$ cat config.mk
export PLATFORM = sky130hd
export DESIGN_NAME = pll_vco_control_registers
export DESIGN_NICKNAME = d
export VERILOG_FILES = /design/src/core/synth_regs_pkg.sv /design/src/core/pll_vco_control_registers.sv
export SDC_FILE = /design/constraint.sdc
export NUM_CORES = 1
export LEC_CHECK = 0
export BUFFER_PORTS_ARGS = -buffer_cell sky130_fd_sc_hd__buf_4
export CAP_MARGIN = 40
export CORE_MARGIN = 10
export CORE_UTILIZATION = 50
export DETAILED_ROUTE_END_ITERATION = 8
export PLACE_DENSITY = 0.87
export SLEW_MARGIN = 15
export SYNTH_ARGS = -nofsm -noshare
export SYNTH_HDL_FRONTEND = slang
export SYNTH_SLANG_ARGS = --single-unit
$ cat constraint.sdc
create_clock -name ref_clk -period 3 [get_ports ref_clk]
set_input_delay 0.15 -clock ref_clk [delete_from_list [all_inputs] [get_ports ref_clk]]
set_output_delay 0.15 -clock ref_clk [all_outputs]
set_load 0.02 [all_outputs]
$ cat src/core/synth_regs_pkg.sv
package synth_regs_pkg;

  // Register indices; byte address is four times the index
  localparam logic [7:0] FB_LOW_WR_INDEX = 8'h2a;
  localparam logic [7:0] FB_MID_WR_INDEX = 8'h2b;
  localparam logic [7:0] FB_TOP_WR_INDEX = 8'h2c;
  localparam logic [7:0] REF_LOW_WR_INDEX = 8'h2d;
  localparam logic [7:0] REF_HIGH_WR_INDEX = 8'h2e;
  localparam logic [7:0] TRIM_WR_INDEX = 8'h2f;
  localparam logic [7:0] FB_LOW_RD_INDEX = 8'hda;
  localparam logic [7:0] FB_MID_RD_INDEX = 8'hdb;
  localparam logic [7:0] FB_TOP_RD_INDEX = 8'hdc;
  localparam logic [7:0] REF_LOW_RD_INDEX = 8'hdd;
  localparam logic [7:0] REF_HIGH_RD_INDEX = 8'hde;
  localparam logic [7:0] TRIM_RD_INDEX = 8'hdf;
  localparam logic [7:0] GEN_ENABLE_INDEX = 8'h30;
  localparam logic [7:0] GEN_RESET_INDEX = 8'h31;
  localparam logic [7:0] EVENT_STATUS_INDEX = 8'h32;
  localparam logic [7:0] EVENT_MASK_INDEX = 8'h33;

  // Address layout
  localparam int INDEX_LSB = 2;
  localparam int INDEX_WIDTH = 8;

  // Top feedback divider byte fields
  localparam int TOP_PLL_ENABLE_BIT = 7;
  localparam int TOP_LOCK_BIT = 6;
  localparam int TOP_CP_ENABLE_BIT = 5;
  localparam int TOP_MSB_WIDTH = 2;

  // General enable and general reset register fields
  localparam int GEN_PLL_ENABLE_BIT = 2;
  localparam int GEN_VCO_ENABLE_BIT = 3;
  localparam int GEN_RESET_BIT = 0;

  // Oscillator trim fields
  localparam int TRIM_NR_WIDTH = 2;
  localparam int TRIM_MIX_LSB = 2;
  localparam int TRIM_MIX_WIDTH = 6;

  // Event status bits
  localparam int EVENT_WIDTH = 4;
  localparam int EV_LOCK_GAINED = 0;
  localparam int EV_LOCK_LOST = 1;
  localparam int EV_FB_APPLIED = 2;
  localparam int EV_REF_APPLIED = 3;

  // Reset values
  localparam logic [7:0] BYTE_RESET = 8'h00;
  localparam logic [17:0] FB_VALUE_RESET = 18'h0_0000;
  localparam logic [15:0] REF_VALUE_RESET = 16'h0000;
  localparam logic [3:0] EVENT_RESET = 4'h0;

  // Analog control levels driven toward the synthesiser
  typedef struct packed {
    logic pll_run;
    logic charge_pump_enable;
    logic vco_enable;
    logic [TRIM_MIX_WIDTH-1:0] mixer_linearity_trim;
    logic [TRIM_NR_WIDTH-1:0] neg_resistance_select;
  } synth_ctrl_type;

endpackage : synth_regs_pkg

$ cat src/core/pll_vco_control_registers.sv
// The APB slave port was chosen for this implementation.
`timescale 1ns/1ps

module pll_vco_control_registers
  import synth_regs_pkg::*;
#(
  parameter int ADDR_WIDTH = 12
) (
  // Clock and reset
  input wire logic ref_clk,
  input wire logic reset,
  // APB slave
  input wire logic psel,
  input wire logic penable,
  input wire logic pwrite,
  input wire logic [ADDR_WIDTH-1:0] paddr,
  input wire logic [31:0] pwdata,
  output logic [31:0] prdata,
  output logic pready,
  output logic pslverr,
  // Synthesiser side
  input wire logic synth_lock_flag,
  output logic [17:0] feedback_divide_value,
  output logic [15:0] reference_divide_value,
  output synth_ctrl_type synth_ctrl,
  // Interrupt
  output logic irq
);

  ////////////////////////////////////////////////////////////////////////////
  // Address decode

  // Index from a word address; upper bits must be clear for a hit
  function automatic logic hits(input logic [ADDR_WIDTH-1:0] addr, input logic [7:0] index);
    hits = (addr[INDEX_LSB +: INDEX_WIDTH] == index) && (addr[1:0] == 2'b00)
      && ((addr >> (INDEX_LSB + INDEX_WIDTH)) == '0);
  endfunction : hits

  logic [7:0] fb_low;
  logic [7:0] fb_mid;
  logic [7:0] fb_top;
  logic [7:0] ref_low;
  logic [7:0] ref_high;
  logic [7:0] trim;
  logic [7:0] gen_enable;
  logic [EVENT_WIDTH-1:0] event_status;
  logic [EVENT_WIDTH-1:0] event_mask;
  logic lock_prev;
  logic mapped;
  logic [7:0] read_byte;
  logic write_fire;
  logic [7:0] wbyte;

  // Write happens only at the edge where the access phase completes
  assign write_fire = psel && penable && pready && pwrite;
  assign wbyte = pwdata[7:0];

  // Read mux and map check; readback reuses written bytes
  always_comb begin
    mapped = 1'b1;
    read_byte = BYTE_RESET;
    if (hits(paddr, FB_LOW_RD_INDEX)) begin
      read_byte = fb_low;
    end else if (hits(paddr, FB_MID_RD_INDEX)) begin
      read_byte = fb_mid;
    end else if (hits(paddr, FB_TOP_RD_INDEX)) begin
      read_byte = fb_top;
      read_byte[TOP_LOCK_BIT] = synth_lock_flag;
    end else if (hits(paddr, REF_LOW_RD_INDEX)) begin
      read_byte = ref_low;
    end else if (hits(paddr, REF_HIGH_RD_INDEX)) begin
      read_byte = ref_high;
    end else if (hits(paddr, TRIM_RD_INDEX)) begin
      read_byte = trim;
    end else if (hits(paddr, GEN_ENABLE_INDEX)) begin
      read_byte = gen_enable;
    end else if (hits(paddr, EVENT_STATUS_INDEX)) begin
      read_byte = {4'h0, event_status};
    end else if (hits(paddr, EVENT_MASK_INDEX)) begin
      read_byte = {4'h0, event_mask};
    end else if (hits(paddr, FB_LOW_WR_INDEX) || hits(paddr, FB_MID_WR_INDEX)
        || hits(paddr, FB_TOP_WR_INDEX) || hits(paddr, REF_LOW_WR_INDEX)
        || hits(paddr, REF_HIGH_WR_INDEX) || hits(paddr, TRIM_WR_INDEX)
        || hits(paddr, GEN_RESET_INDEX)) begin
      read_byte = BYTE_RESET; // Write-only bytes read as zero
    end else begin
      mapped = 1'b0;
    end
  end

  ////////////////////////////////////////////////////////////////////////////
  // APB handshake

  // One wait state; read data captured together with pready
  always_ff @(posedge ref_clk) begin
    if (reset) begin
      pready <= 1'b0;
      prdata <= 32'h0000_0000;
      pslverr <= 1'b0;
    end else if (psel && penable && !pready) begin
      pready <= 1'b1;
      prdata <= pwrite ? 32'h0000_0000 : {24'h00_0000, read_byte};
      pslverr <= !mapped;
    end else begin
      pready <= 1'b0;
      prdata <= 32'h0000_0000;
      pslverr <= 1'b0;
    end
  end

  ////////////////////////////////////////////////////////////////////////////
  // Feedback divider

  // Lower bytes only stage; readback addresses never match here
  always_ff @(posedge ref_clk) begin
    if (reset) begin
      fb_low <= BYTE_RESET;
      fb_mid <= BYTE_RESET;
      fb_top <= BYTE_RESET;
    end else if (write_fire) begin
      if (hits(paddr, FB_LOW_WR_INDEX)) begin
        fb_low <= wbyte;
      end
      if (hits(paddr, FB_MID_WR_INDEX)) begin
        fb_mid <= wbyte;
      end
      if (hits(paddr, FB_TOP_WR_INDEX)) begin
        fb_top <= wbyte;
      end
    end
  end

  // Running value moves only on a top byte write
  always_ff @(posedge ref_clk) begin
    if (reset) begin
      feedback_divide_value <= FB_VALUE_RESET;
    end else if (write_fire && hits(paddr, FB_TOP_WR_INDEX)) begin
      feedback_divide_value <= {wbyte[TOP_MSB_WIDTH-1:0], fb_mid, fb_low};
    end
  end

  ////////////////////////////////////////////////////////////////////////////
  // Reference divider

  always_ff @(posedge ref_clk) begin
    if (reset) begin
      ref_low <= BYTE_RESET;
      ref_high <= BYTE_RESET;
      reference_divide_value <= REF_VALUE_RESET;
    end else if (write_fire) begin
      if (hits(paddr, REF_LOW_WR_INDEX)) begin
        ref_low <= wbyte;
      end
      if (hits(paddr, REF_HIGH_WR_INDEX)) begin
        ref_high <= wbyte;
        reference_divide_value <= {wbyte, ref_low};
      end
    end
  end

  ////////////////////////////////////////////////////////////////////////////
  // General enables and oscillator trim

  always_ff @(posedge ref_clk) begin
    if (reset) begin
      gen_enable <= BYTE_RESET;
    end else if (write_fire && hits(paddr, GEN_ENABLE_INDEX)) begin
      gen_enable <= wbyte;
    end
  end

  // General reset command wins over a trim write in the same cycle
  always_ff @(posedge ref_clk) begin
    if (reset) begin
      trim <= BYTE_RESET;
    end else if (write_fire && hits(paddr, GEN_RESET_INDEX) && wbyte[GEN_RESET_BIT]) begin
      trim <= BYTE_RESET;
    end else if (write_fire && hits(paddr, TRIM_WR_INDEX)) begin
      trim <= wbyte;
    end
  end

  // Analog controls registered so every output comes from a flop
  always_ff @(posedge ref_clk) begin
    if (reset) begin
      synth_ctrl <= '0;
    end else begin
      synth_ctrl.pll_run <= fb_top[TOP_PLL_ENABLE_BIT] && gen_enable[GEN_PLL_ENABLE_BIT];
      synth_ctrl.charge_pump_enable <= fb_top[TOP_CP_ENABLE_BIT];
      synth_ctrl.vco_enable <= gen_enable[GEN_VCO_ENABLE_BIT];
      synth_ctrl.mixer_linearity_trim <= trim[TRIM_MIX_LSB +: TRIM_MIX_WIDTH];
      synth_ctrl.neg_resistance_select <= trim[TRIM_NR_WIDTH-1:0];
    end
  end

  ////////////////////////////////////////////////////////////////////////////
  // Events and interrupt

  logic [EVENT_WIDTH-1:0] event_set;

  // Lock edges and divider applications
  always_comb begin
    event_set = EVENT_RESET;
    event_set[EV_LOCK_GAINED] = synth_lock_flag && !lock_prev;
    event_set[EV_LOCK_LOST] = !synth_lock_flag && lock_prev;
    event_set[EV_FB_APPLIED] = write_fire && hits(paddr, FB_TOP_WR_INDEX);
    event_set[EV_REF_APPLIED] = write_fire && hits(paddr, REF_HIGH_WR_INDEX);
  end

  always_ff @(posedge ref_clk) begin
    if (reset) begin
      lock_prev <= 1'b0;
    end else begin
      lock_prev <= synth_lock_flag;
    end
  end

  // Write one to clear; a new event in the same cycle survives the clear
  always_ff @(posedge ref_clk) begin
    if (reset) begin
      event_status <= EVENT_RESET;
    end else if (write_fire && hits(paddr, EVENT_STATUS_INDEX)) begin
      event_status <= (event_status & ~wbyte[EVENT_WIDTH-1:0]) | event_set;
    end else begin
      event_status <= event_status | event_set;
    end
  end

  always_ff @(posedge ref_clk) begin
    if (reset) begin
      event_mask <= EVENT_RESET;
    end else if (write_fire && hits(paddr, EVENT_MASK_INDEX)) begin
      event_mask <= wbyte[EVENT_WIDTH-1:0];
    end
  end

  // Level interrupt, one cycle behind the status bits
  always_ff @(posedge ref_clk) begin
    if (reset) begin
      irq <= 1'b0;
    end else begin
      irq <= |(event_status & event_mask);
    end
  end

endmodule : pll_vco_control_registers

==> results.yml <==
cts:
  cts.sinks: 110
  ctsHoldBuffers: 0
  cts_buffer_depth: 2
  cts_max_level: 3
  cts_buffers: 9
  cts_resized: 0
  clk_pin_slew_worst_paths_ps: 100
  insertion_delay_ps: 370
  cts_setup_buffers: 0
  cts_tree: "done"
  root_buffer: "clkbuf_8"
layout:
  fill_cells: 833
  drive_above_1_share_pct: 17.9
  finalNetCount: 681
  area_delta_synth_final_pct: 16.2
  layout.cells.non_filler: 765
  n_antenna_cell: 0
  post-route-cell-area_um2: 5580
global_routing:
  grt_pass1_wl_um: 22300
  grt_max_degree: 96
  grt_pass1_vias: 4207
  antenna_found_initial: 0
  overflow: 0
  grtUsageTotal_pct: 19.2
route:
  routed_via_density: 5.68
  vias: 4344
  drt-initial-drc-count: 441
  drc: 0
  drt_wl_total_um: 13900
  postRouteAntennaNets: 0
  wl_per_cell_um: 18.2
  first_pass_iters: 5
worst_setup_path:
  worstPathMaxFanout: 17
  arrival_ps: 2320
  start_kind: "flop"
  r2r-start: "pready"
  crit_chain: "and4_1 -> and4_1 -> and3_1 -> nand2_1 -> a21oi_1"
  critPathMostFrequentCell: "and4_1"
  worstSetupStartpoint: "pready"
  path_class: "flop to flop"
  endpoint_kind: "flop"
  critPathRequiredTime_ps: 3300
  worst-path-buf-inv: 0
  r2r_slack_ps: 980
  cp_slowest_cell: "and3_1"
  cp_slowest_stage_delay_ps: 660
  cpLargestDelayFamily: "simple AND/OR/NAND/NOR gates"
synth:
  synth_cell_types: 48
  synth_top_cells_by_count: "nand2_1 (130), dfxtp_1 (110), a21oi_1 (74), nor2_1 (36), mux2i_1 (33)"
  yosys_warnings: 0
  synthTopCellsByArea: "dfxtp_1 (46%), nand2_1 (10%), a21oi_1 (7.7%)"
  synthCells: 575
  postSynthAreaPerCell_um2: 8.35
  synth_seq_cells: 110
  synth_edf_count: 0
  yosys.area.top_type_share_pct: 45.9
  synthFlopType: "dfxtp_1"
  netlist_area_um2: 4800
  synthArstFlopShare_pct: 0
  yosysMostFrequentCell: "nand2_1"
  seq_area_frac_synth_pct: 45.9
  synth_area_leader_cell: "dfxtp_1"
placed_design:
  port_buffers: 81
  place_hpwl_um: 9890
  place_congestion: 0.947
  dp.cells: 748
  postPlaceCellArea_um2: 5320
timing:
  fmax_mhz: 496
  hold_violations: 0
  tns_ps: 0
  worst_slew_pin_slew_ps: 701
  setup_viol: 0
  min_period_ps: 2020
  skew_ps: 9.22
  rsz0062_at_grt: "false"
  period_share_pct: 67.3
  slew_violations: 0
  timing.slew.headroom_pct: 53.3
floorplan:
  start_util_pct: 51.7
  dieWidth_um: 118
  die-height_um: 118
  die_area_um2: 13900
  placementRows: 35
  io_pins: 130
  coreArea_um2: 9280
hold_path:
  min_from: "synth_lock_flag"
  min_path_type: "input pin to flop"
run:
  cap_violations: 0
run_status:
  status: "finished clean"
power:
  power_density_nw_per_um2: 476
  ir_drop_mv: 0.249
  leakagePower_uw: 0.00218
[final cells by class]
type / instances / area (µm²) / area share (%)
multi-input combinational: 419 / 2300 / 41.2
inverter: 4 / 15.0 / 0.269
timing repair buffer: 87 / 666 / 11.9
tap: 129 / 161 / 2.89
clock buffer: 10 / 138 / 2.47
sequential: 110 / 2200 / 39.5
clock inverter: 6 / 93.8 / 1.68
[state kept, by name, indices dropped and copies added, names as in the netlist]
| name | cells |
|---|---|
| fb_mid | 8 |
| feedback_divide_value | 16 |
| gen_enable | 8 |
| event_status | 4 |
| irq | 1 |
| fb_low | 8 |
| pready | 1 |
| fb_top | 7 |
| event_mask | 4 |
| ref_low | 8 |
| pslverr | 1 |
| reference_divide_value | 16 |
| lock_prev | 1 |
| trim | 8 |
| prdata | 8 |
| synth_ctrl | 11 |
[cells in the final DEF (no fill, tap or decap), types with 5 or more instances in the layout]
cell,n
nand2_1,130
nor2b_1,15
buf_4,86
mux2i_1,33
a21oi_1,74
o21ai_0,10
o211ai_1,5
conb_1,24
nor2_1,36
clkbuf_8,10
dfxtp_1,110
nand3_1,22
[path summary, 6_finish.rpt]
check                           cells past startpoint                    endpoint
worst max register to register                      5  reference_divide_value[15]
worst min-delay path                                2                   lock_prev
worst max-delay path                                5  reference_divide_value[15]
worst min register to register                      2   reference_divide_value[0]
[worst reg2reg max path, delay by kind of cell (launching register included)]
family          cells  cell delay [ps]
simple gates        4             1380
compound gates      1              170
flops               1              410
[cell families after synthesis]
kind of cell / Yosys count / synth area share, %
other: 1 / 0.0781
AOI/OAI and AO/OA: 124 / 15.7
buffers and inverters: 69 / 8.00
and+or+nand+nor: 238 / 23.4
DFF: 110 / 45.9
muxes: 33 / 6.88
[power by group]
| part | switching (µW) | internal (µW) |
|---|---|---|
| clock network | 502 | 498 |
| logic | 137 | 50.9 |
| registers | 2.87 | 1460 |
[metrics by stage]
step,hold slack (ps),power (µW),utilization [%],worst slack (ps)
after global routing,44.0,2740,60.1,802
after floorplan,246,1630,-,1290
after CTS,36.1,2660,59.8,969
after global placement,411,1670,57.3,920
final,45.5,2650,60.1,982
after detailed placement,427,1680,57.3,871
[layer usage]
metal / GRT usage [%] / vias up / routed length, µm
met4: 6.11 / 0 / 340
met1: 24.2 / 2020 / 5930
li1: - / 2040 / -
met3: 5.13 / 29 / 1240
met2: 31.2 / 255 / 6400
met5: 0 / - / 0
(Power assumes the default switching activity.)
